[config.mk]
export PLATFORM = sky130hd
export DESIGN_NAME = stc_ctrl
export DESIGN_NICKNAME = d
export VERILOG_FILES = /design/src/rtl/stc_sync.v /design/src/rtl/stc_filter.v /design/src/rtl/stc_ctrl.v
export VERILOG_INCLUDE_DIRS = /design/src /design/src/include
export SDC_FILE = /design/constraint.sdc
export NUM_CORES = 1
export LEC_CHECK = 0
export BUFFER_PORTS_ARGS = -buffer_cell sky130_fd_sc_hd__buf_4
export CAP_MARGIN = 0
export CELL_PAD_IN_SITES_DETAIL_PLACEMENT = 1
export CELL_PAD_IN_SITES_GLOBAL_PLACEMENT = 2
export CORE_UTILIZATION = 31
export DETAILED_ROUTE_END_ITERATION = 10
export PLACE_DENSITY_LB_ADDON = 0.1
export SLEW_MARGIN = 40
export SYNTH_ARGS = -nofsm -noshare
export SYNTH_HDL_FRONTEND = slang
export SYNTH_SLANG_ARGS = --single-unit
[constraint.sdc]
create_clock -name clk_sys -period 2.2 [get_ports clk_sys]
set_input_delay 0.22 -clock clk_sys [delete_from_list [all_inputs] [get_ports clk_sys]]
set_output_delay 0.22 -clock clk_sys [all_outputs]
set_load 0.05 [all_outputs]
[src/include/stc_defs.vh]
`ifndef STC_DEFS_VH
`define STC_DEFS_VH
// ****************************************
// register offsets
// ****************************************
`define STC_ADDR_W 4
`define STC_OFF_NARROW_CTRL 4'h0
`define STC_OFF_SHARED_CTRL 4'h1
`define STC_OFF_WIDE_CTRL 4'h2
`define STC_OFF_IRQ_STATUS 4'h3
`define STC_OFF_IRQ_MASK 4'h4
`define STC_OFF_TIMER_STATE 4'h5
// ****************************************
// shared control field positions
// ****************************************
`define STC_B_MODE 0
`define STC_B_INSEL 1
`define STC_B_PINEN 1
`define STC_F_EDGE_LO 2
`define STC_F_EDGE_HI 3
`define STC_F_FILT_LO 4
`define STC_F_FILT_HI 5
`define STC_B_NARROW_INIT 6
`define STC_B_RISE 6
`define STC_B_WIDE_INIT 7
`define STC_B_FALL 7
// ****************************************
// encodings and reset values
// ****************************************
`define STC_OUT_NORMAL 2'h0
`define STC_OUT_PINGPONG 2'h1
`define STC_OUT_FORCE0 2'h2
`define STC_OUT_FORCE1 2'h3
`define STC_LOGIC_AND 2'h0
`define STC_LOGIC_OR 2'h1
`define STC_LOGIC_NOR 2'h2
`define STC_EDGE_FALL 2'h0
`define STC_EDGE_RISE 2'h1
`define STC_EDGE_BOTH 2'h2
`define STC_FILT_NONE 2'h0
`define STC_FILT_4 2'h1
`define STC_FILT_8 2'h2
`define STC_FILT4_CYC 4'h4
`define STC_FILT8_CYC 4'h8
`define STC_RST_BYTE 8'h00
`define STC_IRQ_FALL 0
`define STC_IRQ_RISE 1
`endif

[src/rtl/stc_sync.v]
// ****************************************
// two-stage synchroniser for a pin input
// ****************************************
module stc_sync (
    input wire clk_sys, // system clock
    input wire rstn, // async reset, active low
    input wire d, // asynchronous pin level
    output reg q // synchronised level
);
    reg meta;
    // first stage feeds only the second
    always @(posedge clk_sys or negedge rstn) begin
        if (!rstn) begin
            meta <= 1'b0;
            q <= 1'b0;
        end else begin
            meta <= d;
            q <= meta;
        end
    end
endmodule // stc_sync

[src/rtl/stc_filter.v]
`include "stc_defs.vh"
// ****************************************
// glitch filter: level must hold n cycles
// ****************************************
module stc_filter (
    input wire clk_sys, // system clock
    input wire rstn, // async reset, active low
    input wire [1:0] sel, // filter length select
    input wire d, // synchronised input
    output reg q // filtered level
);
    reg [3:0] cnt;
    reg [3:0] need;
    // required stable cycles for the selected setting
    always @* begin
        case (sel)
            `STC_FILT_4: need = `STC_FILT4_CYC;
            `STC_FILT_8: need = `STC_FILT8_CYC;
            default: need = 4'h0;
        endcase
    end
    // count cycles the input differs from output, adopt when long enough
    always @(posedge clk_sys or negedge rstn) begin
        if (!rstn) begin
            cnt <= 4'h0;
            q <= 1'b0;
        end else if (d == q) begin
            cnt <= 4'h0;
        end else if (need == 4'h0 || cnt + 4'h1 >= need) begin
            q <= d;
            cnt <= 4'h0;
        end else begin
            cnt <= cnt + 4'h1;
        end
    end
endmodule // stc_filter

[src/rtl/stc_ctrl.v]
`include "stc_defs.vh"
// How it works
// - bit 0 picks transmit (0, reset) or demodulation (1); stop timers first
// - transmit: bit 7 gives starting level of wide timer output
// - transmit: bit 6 gives starting level of narrow timer output
// - demod: falling edge sets bit 7 flag; writing 1 clears it
// - demod: rising edge sets bit 6 flag; writing 1 clears it
// - transmit: bits 5:4 pick normal, ping-pong, force wide low, force high
// - demod: bits 5:4 pick no filter, 4-cycle, 8-cycle filter, reserved
// - demod: bits 3:2 pick falling, rising, both edges, reserved
// - transmit: bit 1 routes combined timer output to the output pin
// - demod: bit 1 picks input pin a (0) or pin b (1)
module stc_ctrl (
    input wire clk_sys, // system clock, 250 MHz
    input wire rstn, // async reset, active low
    input wire [3:0] addr, // register address
    input wire [7:0] wdata, // write data
    input wire wr, // write strobe
    input wire rd, // read strobe
    output reg [7:0] rdata, // read data, cycle after rd
    input wire narrow_timer_output, // narrow counter raw output
    input wire wide_timer_output, // wide counter raw output
    input wire narrow_run, // narrow counter running
    input wire wide_run, // wide counter running
    input wire port_out_val, // ordinary port latch value
    input wire demod_input_pin_a, // demod pin a, asynchronous
    input wire demod_input_pin_b, // demod pin b, asynchronous
    output reg [7:0] narrow_timer_control, // narrow counter control
    output reg [7:0] wide_timer_control, // wide counter control
    output wire demod_mode, // 1 while demodulation mode
    output wire narrow_init, // narrow output start level
    output wire wide_init, // wide output start level
    output wire pingpong, // ping-pong operation selected
    output reg demod_edge, // pulse on a selected edge
    output reg timer_output_pin, // output pin level
    output wire timer_output_pin_oe, // output pin enable
    output wire irq // level interrupt
);
    reg [7:0] shared_timer_ctrl;
    reg [1:0] irq_status;
    reg [1:0] irq_mask;
    reg fall_flag;
    reg rise_flag;
    reg filt_prev;
    reg comb;
    reg wide_eff;
    reg [7:0] next_rdata;
    wire sync_a;
    wire sync_b;
    wire filt_q;
    wire mode = shared_timer_ctrl[`STC_B_MODE];
    wire [1:0] f54 = shared_timer_ctrl[`STC_F_FILT_HI:`STC_F_FILT_LO];
    wire [1:0] f32 = shared_timer_ctrl[`STC_F_EDGE_HI:`STC_F_EDGE_LO];
    wire wr_shared = wr && addr == `STC_OFF_SHARED_CTRL;
    wire fall_ev;
    wire rise_ev;

    // ****************************************
    // input pins and filtering
    // ****************************************
    stc_sync u_sync_a (
        .clk_sys(clk_sys),
        .rstn(rstn),
        .d(demod_input_pin_a),
        .q(sync_a)
    );
    stc_sync u_sync_b (
        .clk_sys(clk_sys),
        .rstn(rstn),
        .d(demod_input_pin_b),
        .q(sync_b)
    );
    stc_filter u_filter (
        .clk_sys(clk_sys),
        .rstn(rstn),
        .sel(mode ? f54 : `STC_FILT_NONE),
        .d(shared_timer_ctrl[`STC_B_INSEL] ? sync_b : sync_a),
        .q(filt_q)
    );

    // edge detect with the selected polarity
    assign fall_ev = mode && filt_prev && !filt_q
        && (f32 == `STC_EDGE_FALL || f32 == `STC_EDGE_BOTH);
    assign rise_ev = mode && !filt_prev && filt_q
        && (f32 == `STC_EDGE_RISE || f32 == `STC_EDGE_BOTH);

    // ****************************************
    // mode outputs
    // ****************************************
    assign demod_mode = mode;
    assign wide_init = !mode && shared_timer_ctrl[`STC_B_WIDE_INIT];
    assign narrow_init = !mode && shared_timer_ctrl[`STC_B_NARROW_INIT];
    assign pingpong = !mode && f54 == `STC_OUT_PINGPONG;
    assign timer_output_pin_oe = 1'b1;
    assign irq = |(irq_status & irq_mask);

    // wide output override and combining logic
    always @* begin
        case (f54)
            `STC_OUT_FORCE0: wide_eff = 1'b0;
            `STC_OUT_FORCE1: wide_eff = 1'b1;
            default: wide_eff = wide_timer_output;
        endcase
        case (f32)
            `STC_LOGIC_AND: comb = narrow_timer_output & wide_eff;
            `STC_LOGIC_OR: comb = narrow_timer_output | wide_eff;
            `STC_LOGIC_NOR: comb = ~(narrow_timer_output | wide_eff);
            default: comb = ~(narrow_timer_output & wide_eff);
        endcase
    end

    // ****************************************
    // registers and flags
    // ****************************************
    always @(posedge clk_sys or negedge rstn) begin
        if (!rstn) begin
            shared_timer_ctrl <= `STC_RST_BYTE;
            narrow_timer_control <= `STC_RST_BYTE;
            wide_timer_control <= `STC_RST_BYTE;
            irq_mask <= 2'h0;
            irq_status <= 2'h0;
            fall_flag <= 1'b0;
            rise_flag <= 1'b0;
            filt_prev <= 1'b0;
            demod_edge <= 1'b0;
            timer_output_pin <= 1'b0;
        end else begin
            filt_prev <= filt_q;
            demod_edge <= fall_ev | rise_ev;
            // pin follows port latch or combined output
            if (!mode && shared_timer_ctrl[`STC_B_PINEN])
                timer_output_pin <= comb;
            else
                timer_output_pin <= port_out_val;
            if (wr && addr == `STC_OFF_NARROW_CTRL)
                narrow_timer_control <= wdata;
            if (wr && addr == `STC_OFF_WIDE_CTRL)
                wide_timer_control <= wdata;
            if (wr && addr == `STC_OFF_IRQ_MASK)
                irq_mask <= wdata[1:0];
            // mode bit only moves while both counters are stopped
            if (wr_shared) begin
                shared_timer_ctrl[`STC_F_FILT_HI:`STC_B_INSEL]
                    <= wdata[`STC_F_FILT_HI:`STC_B_INSEL];
                if (!(narrow_run || wide_run))
                    shared_timer_ctrl[`STC_B_MODE] <= wdata[`STC_B_MODE];
                if (!mode) begin
                    shared_timer_ctrl[`STC_B_WIDE_INIT] <= wdata[`STC_B_WIDE_INIT];
                    shared_timer_ctrl[`STC_B_NARROW_INIT] <= wdata[`STC_B_NARROW_INIT];
                end
            end
            // flags: set wins over write-one clear
            if (fall_ev)
                fall_flag <= 1'b1;
            else if (wr_shared && mode && wdata[`STC_B_FALL])
                fall_flag <= 1'b0;
            if (rise_ev)
                rise_flag <= 1'b1;
            else if (wr_shared && mode && wdata[`STC_B_RISE])
                rise_flag <= 1'b0;
            // sticky status cleared by read, set wins
            irq_status[`STC_IRQ_FALL] <= fall_ev
                | (irq_status[`STC_IRQ_FALL] & ~(rd && addr == `STC_OFF_IRQ_STATUS));
            irq_status[`STC_IRQ_RISE] <= rise_ev
                | (irq_status[`STC_IRQ_RISE] & ~(rd && addr == `STC_OFF_IRQ_STATUS));
        end
    end

    // read mux
    always @* begin
        next_rdata = 8'h00;
        case (addr)
            `STC_OFF_NARROW_CTRL: next_rdata = narrow_timer_control;
            `STC_OFF_SHARED_CTRL: begin
                next_rdata = shared_timer_ctrl;
                if (mode) begin
                    next_rdata[`STC_B_FALL] = fall_flag;
                    next_rdata[`STC_B_RISE] = rise_flag;
                end
            end
            `STC_OFF_WIDE_CTRL: next_rdata = wide_timer_control;
            `STC_OFF_IRQ_STATUS: next_rdata = {6'h00, irq_status};
            `STC_OFF_IRQ_MASK: next_rdata = {6'h00, irq_mask};
            `STC_OFF_TIMER_STATE: next_rdata = {4'h0, narrow_run, wide_run, filt_q, comb};
            default: next_rdata = 8'h00;
        endcase
    end

    always @(posedge clk_sys or negedge rstn) begin
        if (!rstn)
            rdata <= 8'h00;
        else if (rd)
            rdata <= next_rdata;
        else
            rdata <= 8'h00;
    end
endmodule // stc_ctrl

==> key figures, run 1 <==
Routing
  – Vias per cell: ~4.8
  – Routed Antenna Nets: 0
  – Initial DRC count: 36
  – Drt total wl: ~6.0 mm
  – Drt first pass iters: 4
  – DRC errors left: 0
  – Wire per inst: between 15 and 20 um
  – Via count: between 1500 and 2000

Cells and area
  – Final Util: roughly two fifths
  – Share of cells above drive strength 1: between 30 and 40%
  – Nets: about 290
  – Most frequent cells in the layout: 55 x buf_4, 49 x dfrtp_1, 22 x mux2_2
  – Most common cell after layout, fill and taps aside: buf_4
  – Area Growth Syn to Fin: 26.2%
  – Number of diodes: 0

Power and ir drop
  – VDD IR max: 0.371 mV
  – Power Dens Cells: slightly below 1000 mW/mm2
  – Combinational group share of total power: approximately a third
  – Switching pwr: around 1100 uW
  – Int Power: between 1500 and 2000 uW
  – Sequential Power Share: between 40% and 50%
  – Net Sw Frac: a little under two fifths
  – Leak: about 0.0015 uW
  – Clock Power Share: ~22%

Synthesis
  – Seq/Total Area, Yosys: 52.7%
  – Synthesized flop and latch total: 50
  – Area contributors post-synth: dfrtp_1 53%, mux2_2 10%, mux2i_1 5.1%
  – Cells after synthesis: between 200 and 250
  – Post-synth top flop: dfrtp_1
  – Syn_nets: ~240
  – Unique masters post-synth: a little over 40
  – Yosys top cell area share: 52.7%
  – Syn Std Cell Area: 0.00238 mm2
  – Post-Syn Area per Cell: 11.5 um2
  – FFs w/ async S/R, synth: 100%
  – Synth area leader: dfrtp_1
  – Synth warnings: 0
  – Number of flops mapped to enable cells by yosys: 0

Min path
  – Hold Crit Depth: 1
  – Worst min-delay path category: primary input to register

Timing
  – F_max: between 500 and 600 MHz
  – Final number of max-transition violations: 0
  – Fin crit period: 1.93 ns
  – Setup TNS: 0 ns
  – RSZ-0062 raised after global routing: false
  – Rel. slew slack: between 50% and 60%
  – Final Setup Violations: 0
  – Hold Vio Cnt, Final: 0
  – Worst slew pin tran: 0.649 ns
  – PnR worst setup slack: between 0.2 and 0.3 ns
  – Setup Skew: between 0.008 and 0.009 ns
  – Tcrit/Tclk final: 87.8%

Setup path
  – CP Data Required Time: roughly 2.4 ns
  – WP buf/inv: 1
  – Worst-path maximum fanout: 10
  – Worst setup SP type: register
  – CP delay by family, top: flip-flops
  – Slowest cell on crit path: dfrtp_2
  – CP Capture Type: register
  – Critical Setup Path Class: register to register
  – WP depth: 7
  – Worst r2r path cells: 7
  – Crit path DAT: roughly 2.2 ns
  – CP dominant cell by count: ha_1
  – Critical-path cell list: and2_1 > ha_1 > ha_1 > a21bo_2 > a211oi_1 > buf_4 > mux2i_1
  – CP peak stage delay: about 0.48 ns

Placed design
  – Port Buffers: 53
  – GPL Wtd Cong: 0.721
  – Place WS: 0.251 ns
  – Detailed placement HPWL: between 4 and 5 mm

GRT
  – Largest net degree at the start of global routing: 51
  – First-pass GRT wire length: 9.45 mm
  – Initial antenna violation count: 0
  – Tot GR Track Use: 16.2%
  – Number of global-route vias before repair: between 1500 and 2000
  – Global route overflow: 0

Die
  – Initial Util: 32.4%
  – Die Span Y: between 80 and 90 um
  – Boundary pin count: 55
  – # rows: 31
  – Full die area: 0.00802 mm2
  – Core ar.: approximately 0.0073 mm2
  – DIE WIDTH: 89.5 um

CTS
  – Clock sinks: 50
  – Clock buffer depth: 2
  – Worst skew pair latency: 0.31 ns
  – Worst-path clk slew: roughly 0.090 ns
  – CTS Buf Count: 5
  – Post-CTS Setup Inserts: 0
  – CTS Root Buffer Type: clkbuf_8
  – Max H-tree Level: 2
  – CTS tree: yes

Run status
  – Status: complete, no violations

Job
  – MaxCap Viol Count: 0
[routing by layer]
layer / track usage (%) / vias to the layer above / wire, um
li1: - / 828 / -
met1: 21.0 / 854 / 2790
met2: 27.2 / 35 / 3000
met3: 3.32 / 5 / 178
met4: 5.19 / 0 / 67
met5: 0 / - / 0
[power by group through the flow]
stage                     logic [uW]  clock network (uW)  registers, uW
after floorplan                  405                   0           1510
after global placement          1010                   0           1240
after detailed placement        1020                   0           1250
after CTS                       1020                 672           1230
after global routing            1090                 708           1250
final                           1010                 645           1230
[worst register-to-register path, stage by stage, from the launching register on]
cell	delay, ns
dfrtp_2	0.48
and2_1	0.18
ha_1	0.20
ha_1	0.27
a21bo_2	0.19
a211oi_1	0.23
buf_4	0.16
mux2i_1	0.16
[repair_timing]
item / in CTS / in global routing
gates resized for setup: 0 / 0
setup endpoints to repair: 0 / 0
hold endpoints to repair: 50 / 1
hold buffers: 1 / 1
[through the flow]
stage	instances	hold slack (ns)	power [uW]	cell area, um2
6_report	362	0.0188	2880	3000
5_1_grt	362	0.000809	3050	3000
4_1_cts	361	0.00479	2920	2990
3_5_place_dp	352	0.299	2260	2870
3_3_place_gp	352	0.300	2260	2870
2_1_floorplan	207	-0.0756	1910	2380
[cell usage after synthesis, types with 3 or more instances]
cell	number
a21o_1	4
buf_2	6
o21ai_0	6
a21oi_1	5
nand2b_1	3
xnor2_1	3
ha_1	9
mux2_2	22
nor2b_1	4
inv_1	8
and2_1	4
mux2i_1	12
nand3_1	8
nand2_1	17
nor3_1	4
nor2_1	11
dfrtp_1	50
[sequential cells by signal (all words and copies together) (netlist names)]
register,cells
demod_edge,1
u_filter.q,1
u_sync_a.q,1
irq_mask,2
narrow_timer_control,8
u_sync_b.meta,1
u_sync_b.q,1
rise_flag,1
shared_timer_ctrl,8
u_sync_a.meta,1
irq_status,2
u_filter.cnt,4
wide_timer_control,8
rdata,8
timer_output_pin,1
filt_prev,1
fall_flag,1
[logic make-up after synthesis]
group	Yosys count	synth area share [%]
AOI/OAI and AO/OA	31	8.95
other	1	0.158
and+or+nand+nor	61	13.1
muxes	35	16.1
buffers and inverters	17	3.16
DFF	50	52.7
adders and majority gates	9	4.74
xor gates and xnor gates	3	1.11
[path summary, 6_finish.rpt]
check | start | slack (ns) | endpoint
max reg2reg | shared_timer_ctrl[0]$_DFFE_PN0P_ | 0.27 | u_filter.q$_DFFE_PN0P_
min | demod_input_pin_a | 0.02 | u_sync_a.meta$_DFF_PN0_
min in group asynchronous | rstn | 0.48 | shared_timer_ctrl[2]$_DFFE_PN0P_
max | shared_timer_ctrl[0]$_DFFE_PN0P_ | 0.27 | u_filter.q$_DFFE_PN0P_
min reg2reg | u_sync_b.meta$_DFF_PN0_ | 0.37 | u_sync_b.q$_DFF_PN0_
max in group asynchronous | rstn | 1.26 | shared_timer_ctrl[0]$_DFFE_PN0P_
[area by class of cell]
class,instances,area [um2]
clock buffer,5,68.8
inverter,8,30.0
sequential,50,1250
tap,99,124
timing repair buffer,57,433
clock inverter,3,40.0
fill,813,4330
multi-input combinational,140,1050
Power figures use the tool's default switching activity.
==> run 2, diff against run 1 <==
--- a/config.mk
+++ b/config.mk
@@ -10,7 +10,7 @@
 export CAP_MARGIN = 0
 export CELL_PAD_IN_SITES_DETAIL_PLACEMENT = 1
 export CELL_PAD_IN_SITES_GLOBAL_PLACEMENT = 2
-export CORE_UTILIZATION = 31
+export CORE_UTILIZATION = 37
 export DETAILED_ROUTE_END_ITERATION = 10
 export PLACE_DENSITY_LB_ADDON = 0.1
 export SLEW_MARGIN = 40
==> constraint.sdc (replaced) <==
create_clock -name clk_sys -period 2.49 [get_ports clk_sys]
set_input_delay 0.249 -clock clk_sys [delete_from_list [all_inputs] [get_ports clk_sys]]
set_output_delay 0.249 -clock clk_sys [all_outputs]
set_load 0.05 [all_outputs]
==> key figures, run 2 (synthesized netlist as in run 1, its figures left out) <==
Routing
  – Drt first pass iters: 4 (unchanged)
  – Vias per cell: 5.18 (was 4.76)
  – Routed Antenna Nets: 0 (unchanged)
  – Via count: 1740 (was 1722)
  – DRC errors left: 0 (unchanged)
  – Wire per inst: 17.3 um (was 16.7 um)
  – Drt total wl: 5.81 mm (was 6.04 mm)
  – Initial DRC count: 40 (was 36)

CTS
  – Worst skew pair latency: 0.30 ns (was 0.31 ns)
  – Post-CTS Setup Inserts: 0 (unchanged)
  – Clock buffer depth: 2 (unchanged)
  – CTS tree: yes (unchanged)
  – Worst-path clk slew: 0.09 ns (about the same)
  – CTS Buf Count: 5 (unchanged)
  – Max H-tree Level: 2 (unchanged)
  – PostCTS Resize Cnt: 0 (unchanged)
  – CTS Root Buffer Type: clkbuf_8 (unchanged)
  – Clock sinks: 50 (unchanged)

Setup path
  – CP Data Required Time: 2.72 ns (was 2.44 ns)
  – Worst setup SP type: register (unchanged)
  – Critical-path cell list: ha_1 > xnor2_1 > ha_1 > a21bo_2 > a211oi_1 > nand2_1 > nor2_1 (was and2_1 > ha_1 > ha_1 > a21bo_2 > a211oi_1 > buf_4 > mux2i_1)
  – CP Capture Type: register (unchanged)
  – FF-to-FF setup slack: 0.42 ns (was 0.27 ns)
  – CP peak stage delay: 0.44 ns (was 0.48 ns)
  – Slowest cell on crit path: a211oi_1 (was dfrtp_2)
  – Crit path DAT: 2.30 ns (was 2.17 ns)
  – Reg-to-reg critical path endpoint: u_filter.cnt[0]$_DFF_PN0_ (was u_filter.q$_DFFE_PN0P_)
  – CP Capture Point: u_filter.cnt[0]$_DFF_PN0_ (was u_filter.q$_DFFE_PN0P_)
  – WP buf/inv: 0 (was 1)
  – CP dominant cell by count: ha_1 (unchanged)
  – Worst r2r path cells: 7 (unchanged)
  – Critical Setup Path Class: register to register (unchanged)
  – WP depth: 7 (unchanged)
  – Worst-path maximum fanout: 4 (was 10)
  – Crit. Startpoint: u_filter.cnt[0]$_DFF_PN0_ (was shared_timer_ctrl[0]$_DFFE_PN0P_)
  – CP delay by family, top: compound AO/OA/AOI/OAI gates (was flip-flops)
  – Critical R2R Launch: u_filter.cnt[0]$_DFF_PN0_ (was shared_timer_ctrl[0]$_DFFE_PN0P_)

Power and ir drop
  – VDD IR max: 0.441 mV (was 0.371 mV)
  – Leak: 0.00144 uW (was 0.00145 uW)
  – Power Dens Cells: 862 mW/mm2 (was 962 mW/mm2)

Placed design
  – Port Buffers: 53 (unchanged)
  – Detailed placement HPWL: 4.40 mm (was 4.43 mm)
  – GPL Wtd Cong: 0.743 (was 0.721)
  – Place WS: 0.439 ns (was 0.251 ns)
  – DP Area: 0.00283 mm2 (was 0.00287 mm2)

Die
  – Die Span Y: 82.1 um (was 89.5 um)
  – DIE WIDTH: 82.1 um (was 89.5 um)
  – Full die area: 0.00675 mm2 (was 0.00802 mm2)
  – Boundary pin count: 55 (unchanged)
  – # rows: 28 (was 31)
  – Initial Util: 39.2% (was 32.4%)
  – Core ar.: 0.00606 mm2 (was 0.00733 mm2)

Cells and area
  – Finished layout cell area: 0.00295 mm2 (was 0.00300 mm2)
  – Area Growth Syn to Fin: 24.1% (was 26.2%)
  – Multi-input logic area: 0.00105 mm2 (unchanged)
  – Final Util: 48.7% (was 40.9%)
  – Number of diodes: 0 (unchanged)
  – Nets: 292 (was 294)
  – Share of cells above drive strength 1: 34.1% (was 34.6%)
  – Most common cell after layout, fill and taps aside: buf_4 (unchanged)
  – # fillers: 667 (was 813)
  – Register area: 0.00125 mm2 (about the same)
  – Most frequent cells in the layout: 54 x buf_4, 50 x dfrtp_1, 22 x mux2_2 (was 55 x buf_4, 49 x dfrtp_1, 22 x mux2_2)

Timing
  – Worst slew pin tran: 0.642 ns (was 0.649 ns)
  – F_max: 484 MHz (was 517 MHz)
  – RSZ-0062 raised after global routing: false (unchanged)
  – Rel. slew slack: 57.2% (was 56.7%)
  – Fin crit period: 2.07 ns (was 1.93 ns)
  – Setup TNS: 0 ns (unchanged)
  – Tcrit/Tclk final: 83.0% (was 87.8%)
  – PnR worst setup slack: 0.424 ns (was 0.267 ns)
  – Setup Skew: 0.00762 ns (was 0.00837 ns)
  – Final number of max-transition violations: 0 (unchanged)
  – Final Setup Violations: 0 (unchanged)
  – Hold Vio Cnt, Final: 0 (unchanged)

GRT
  – Largest net degree at the start of global routing: 51 (unchanged)
  – Tot GR Track Use: 19.1% (was 16.2%)
  – Number of global-route vias before repair: 1836 (was 1807)
  – Initial antenna violation count: 0 (unchanged)
  – Global route overflow: 0 (unchanged)
  – First-pass GRT wire length: 9.27 mm (was 9.45 mm)

Run status
  – Status: complete, no violations (unchanged)

Min path
  – Worst min-delay path category: primary input to register (unchanged)

Job
  – MaxCap Viol Count: 0 (unchanged)
## run 2: worst reg2reg max path, cell delays in order (launching register included)
cell and delay, ns:
dfrtp_1 0.41, ha_1 0.23, xnor2_1 0.22, ha_1 0.27, a21bo_2 0.19, a211oi_1 0.44, nand2_1 0.13, nor2_1 0.11
## run 2: worst min-delay path by stage
stage,startpoint,to,slack [ns],cells after the start
floorplan,rstn,demod_edge$_DFF_PN0_,-0.05,0
global placement,rstn,timer_output_pin$_DFF_PN0_,0.32,1
detailed placement,rstn,timer_output_pin$_DFF_PN0_,0.33,1
CTS,demod_input_pin_a,u_sync_a.meta$_DFF_PN0_,0.04,1
global route,demod_input_pin_a,u_sync_a.meta$_DFF_PN0_,0.03,1
finish,demod_input_pin_a,u_sync_a.meta$_DFF_PN0_,0.05,1
## run 2: report_power, final
part           total [uW]  switching (uW)  internal [uW]  leakage, uW
combinational         894             565            329     0.000755
clock                 564             268            296    0.0000579
sequential           1080             124            959     0.000632
## run 2: what timing repair did
action                                  in CTS  in global routing
endpoints found under the setup margin       0                  0
endpoints found under the hold margin       38                  0
hold buffers                                 1                  0
## run 2: final cells by class
cell class	count	share of cell area, %
flip-flops and latches	50	42.4
multi-input cells	140	35.6
repair buffers	55	14.1
well taps	75	3.18
clock buffers	5	2.33
clock inverters	3	1.36
inverters	8	1.02
## run 2: per-stage QoR
| stage | cells | hold slack (ns) | total power, uW |
|---|---|---|---|
| after floorplan | 207 | -0.0466 | 1690 |
| after global placement | 327 | 0.322 | 1990 |
| after detailed placement | 327 | 0.326 | 2000 |
| after CTS | 336 | 0.0390 | 2580 |
| after global routing | 336 | 0.0330 | 2670 |
| final | 336 | 0.0474 | 2540 |
## run 2: metal layers
| metal | track usage, % | up-vias | wire length [um] |
|---|---|---|---|
| met1 | 24.6 | 871 | 2660 |
| met5 | 0 | - | 0 |
| met3 | 4.73 | 5 | 272 |
| li1 | - | 823 | - |
| met4 | 6.14 | 0 | 66 |
| met2 | 31.4 | 41 | 2810 |
==> run 3, diff against run 2 <==
--- a/config.mk
+++ b/config.mk
@@ -6,11 +6,12 @@
 export SDC_FILE = /design/constraint.sdc
 export NUM_CORES = 1
 export LEC_CHECK = 0
+export ABC_AREA = 1
 export BUFFER_PORTS_ARGS = -buffer_cell sky130_fd_sc_hd__buf_4
 export CAP_MARGIN = 0
 export CELL_PAD_IN_SITES_DETAIL_PLACEMENT = 1
 export CELL_PAD_IN_SITES_GLOBAL_PLACEMENT = 2
-export CORE_UTILIZATION = 37
+export CORE_UTILIZATION = 29
 export DETAILED_ROUTE_END_ITERATION = 10
 export PLACE_DENSITY_LB_ADDON = 0.1
 export SLEW_MARGIN = 40
==> constraint.sdc (replaced) <==
create_clock -name clk_sys -period 1.8 [get_ports clk_sys]
set_input_delay 0.18 -clock clk_sys [delete_from_list [all_inputs] [get_ports clk_sys]]
set_output_delay 0.18 -clock clk_sys [all_outputs]
set_load 0.05 [all_outputs]
==> key figures, run 3 <==
Run status
  – Status: complete, but fails checks (was complete, no violations)
  – Failing checks: setup timing

Placed design
  – Detailed placement HPWL: 4.89 mm (was 4.40 mm)
  – DP Area: 0.00300 mm2 (was 0.00283 mm2)
  – Port Buffers: 53 (unchanged)
  – GPL Wtd Cong: 0.745 (was 0.743)

Timing
  – Final Setup Violations: 4 (was 0)
  – PnR worst setup slack: -0.0293 ns (was 0.424 ns)
  – Final number of max-transition violations: 0 (unchanged)
  – Setup Skew: 0.0101 ns (was 0.00762 ns)
  – RSZ-0062 raised after global routing: true (was false)
  – Rel. slew slack: 56.6% (was 57.2%)
  – Tcrit/Tclk final: 102% (was 83.0%)
  – Worst slew pin tran: 0.650 ns (was 0.642 ns)
  – Fin crit period: 1.83 ns (was 2.07 ns)
  – Hold Vio Cnt, Final: 0 (unchanged)
  – F_max: 547 MHz (was 484 MHz)

Routing
  – Via count: 1961 (was 1740)
  – Vias per cell: 4.45 (was 5.18)
  – Drt first pass iters: 4 (unchanged)
  – Routed Antenna Nets: 0 (unchanged)
  – Drt total wl: 6.37 mm (was 5.81 mm)
  – DRC errors left: 0 (unchanged)
  – Wire per inst: 14.4 um (was 17.3 um)
  – Initial DRC count: 65 (was 40)

Cells and area
  – Number of diodes: 0 (unchanged)
  – Area Growth Syn to Fin: 30.5% (was 24.1%)
  – # fillers: 969 (was 667)
  – Nets: 367 (was 292)
  – Most frequent cells in the layout: 73 x nand2_1, 59 x buf_4, 48 x dfrtp_1 (was 54 x buf_4, 50 x dfrtp_1, 22 x mux2_2)
  – Finished layout cell area: 0.00320 mm2 (was 0.00295 mm2)
  – Register area: 0.00125 mm2 (about the same)
  – Share of cells above drive strength 1: 35.4% (was 34.1%)
  – Most common cell after layout, fill and taps aside: nand2_1 (was buf_4)
  – Multi-input logic area: 0.00105 mm2 (about the same)

Setup path
  – CP Capture Type: register (unchanged)
  – FF-to-FF setup slack: -0.03 ns (was 0.42 ns)
  – Worst-path maximum fanout: 4 (unchanged)
  – Worst setup SP type: register (unchanged)
  – Reg-to-reg critical path endpoint: u_filter.cnt[2]$_DFF_PN0_ (was u_filter.cnt[0]$_DFF_PN0_)
  – CP Data Required Time: 2.03 ns (was 2.72 ns)
  – Crit path DAT: 2.06 ns (was 2.30 ns)
  – Critical R2R Launch: u_filter.cnt[0]$_DFF_PN0_ (unchanged)
  – Worst r2r path cells: 8 (was 7)
  – Critical Setup Path Class: register to register (unchanged)

Min path
  – WHS Endpoint: timer_output_pin$_DFF_PN0_ (was u_sync_a.meta$_DFF_PN0_)
  – HP Start: port_out_val (was demod_input_pin_a)
  – Hold Crit Depth: 3 (was 1)
  – Worst min-delay path category: primary input to register (unchanged)

Synthesis
  – Post-synth top flop: dfrtp_1 (unchanged)
  – Syn Std Cell Area: 0.00245 mm2 (was 0.00238 mm2)
  – Number of flops mapped to enable cells by yosys: 0 (unchanged)
  – Area contributors post-synth: dfrtp_1 51%, nand2_1 12%, o21ai_2 7.9% (was dfrtp_1 53%, mux2_2 10%, mux2i_1 5.1%)
  – Most common cell in the netlist: nand2_1 (was dfrtp_1)
  – Yosys top cell area share: 51.1% (was 52.7%)
  – Synth area leader: dfrtp_1 (unchanged)
  – FFs w/ async S/R, synth: 100% (unchanged)
  – Cells after synthesis: 271 (was 207)
  – Seq/Total Area, Yosys: 51.1% (was 52.7%)
  – Synthesized flop and latch total: 50 (unchanged)
  – Synth warnings: 0 (unchanged)
  – Post-Syn Area per Cell: 9.04 um2 (was 11.5 um2)
  – Syn_nets: 303 (was 239)
  – Unique masters post-synth: 32 (was 41)
  – Top post-synthesis cells by count: 76 x nand2_1, 50 x dfrtp_1, 39 x inv_1 (was 50 x dfrtp_1, 22 x mux2_2, 17 x nand2_1)

Die
  – Full die area: 0.00882 mm2 (was 0.00675 mm2)
  – # rows: 33 (was 28)
  – DIE WIDTH: 93.9 um (was 82.1 um)
  – Initial Util: 30.0% (was 39.2%)
  – Die Span Y: 93.9 um (was 82.1 um)
  – Boundary pin count: 55 (unchanged)
  – Core ar.: 0.00818 mm2 (was 0.00606 mm2)

GRT
  – Number of global-route vias before repair: 2042 (was 1836)
  – Initial antenna violation count: 0 (unchanged)
  – First-pass GRT wire length: 10.6 mm (was 9.27 mm)
  – Tot GR Track Use: 16.3% (was 19.1%)
  – Global route overflow: 0 (unchanged)
  – Largest net degree at the start of global routing: 51 (unchanged)

CTS
  – CTS Buf Count: 5 (unchanged)
  – Clock sinks: 50 (unchanged)
  – Worst skew pair latency: 0.31 ns (was 0.30 ns)
  – Worst-path clk slew: 0.09 ns (about the same)
  – CTS tree: yes (unchanged)
  – Max H-tree Level: 2 (unchanged)
  – CTS Root Buffer Type: clkbuf_8 (unchanged)
  – Clock buffer depth: 2 (unchanged)

Power and ir drop
  – VDD IR max: 0.522 mV (was 0.441 mV)
  – Power, Total: 3430 uW (was 2540 uW)
  – Leak: 0.00164 uW (was 0.00144 uW)
  – Power Dens Cells: 1070 mW/mm2 (was 862 mW/mm2)

Job
  – MaxCap Viol Count: 0 (unchanged)
[run 3: logic make-up after synthesis]
family          after synthesis  synth area share [%]
buf+inv                      50                  8.99
xor+xnor                      3                  1.07
flops                        50                  51.1
fa+ha+maj                     9                  4.60
compound gates               50                  15.1
simple gates                108                  19.0
other cells                   1                 0.153
[run 3: per-stage QoR]
| step | setup WS [ns] | hold WS (ns) | std cells | utilization, % | TNS (ns) |
|---|---|---|---|---|---|
| after detailed placement | -0.168 | 0.255 | 430 | 36.7 | -0.783 |
| after global placement | -0.116 | 0.261 | 430 | 36.7 | -0.490 |
| after CTS | -0.0635 | 0.0727 | 441 | 38.6 | -0.231 |
| after floorplan | -0.136 | -0.116 | 271 | - | -0.496 |
| final | -0.0293 | 0.0797 | 441 | 39.1 | -0.0760 |
| after global routing | -0.0979 | 0.0777 | 441 | 39.1 | -0.410 |
[run 3: worst max path at each step]
stage,start,end,cells past startpoint
2_1_floorplan,shared_timer_ctrl[0]$_DFFE_PN0P_,u_filter.cnt[0]$_DFF_PN0_,9
3_3_place_gp,u_filter.cnt[0]$_DFF_PN0_,u_filter.cnt[0]$_DFF_PN0_,8
3_5_place_dp,u_filter.cnt[0]$_DFF_PN0_,u_filter.q$_DFFE_PN0P_,8
4_1_cts,u_filter.cnt[1]$_DFF_PN0_,u_filter.cnt[0]$_DFF_PN0_,8
5_1_grt,u_filter.cnt[1]$_DFF_PN0_,u_filter.cnt[0]$_DFF_PN0_,8
6_report,u_filter.cnt[0]$_DFF_PN0_,u_filter.cnt[2]$_DFF_PN0_,8
[run 3: cell type report]
cell class,count,share of cell area [%]
Sequential cell,50,39.2
Multi-Input combinational cell,171,32.9
Timing Repair Buffer,62,14.8
Inverter,45,5.44
Tap cell,105,4.11
Clock buffer,5,2.15
Clock inverter,3,1.41
[run 3: timing repair]
action                     4_1_cts  5_1_grt
hold endpoints to repair        52        0
buffers inserted                 0        0
pin swaps                        4        5
hold buffers                     3        0
gates resized for setup          4        8
setup endpoints to repair        5        5
[run 3: layer usage]
| metal | part of all wire (%) | up-vias | GRT usage, % |
|---|---|---|---|
| met2 | 46 | 35 | 25.6 |
| met4 | 1.1 | 0 | 3.85 |
| met5 | 0 | - | 0 |
| met3 | 3.2 | 6 | 3.07 |
| li1 | - | 982 | - |
| met1 | 50 | 938 | 23.0 |
[run 3: critical path, stage by stage (launching register included)]
cell     delay [ns]
dfrtp_1        0.42
ha_4           0.19
xnor2_4        0.16
ha_4           0.22
nand2_2        0.05
nand2_2        0.04
a211o_1        0.30
or2_4          0.26
nor2_1         0.10
[run 3: where the power goes]
part           internal, uW  leakage [uW]  switching, uW
Sequential             1300      0.000632            130
Clock                   414     0.0000504            390
Combinational           380      0.000958            813
Total                  2100       0.00164           1330
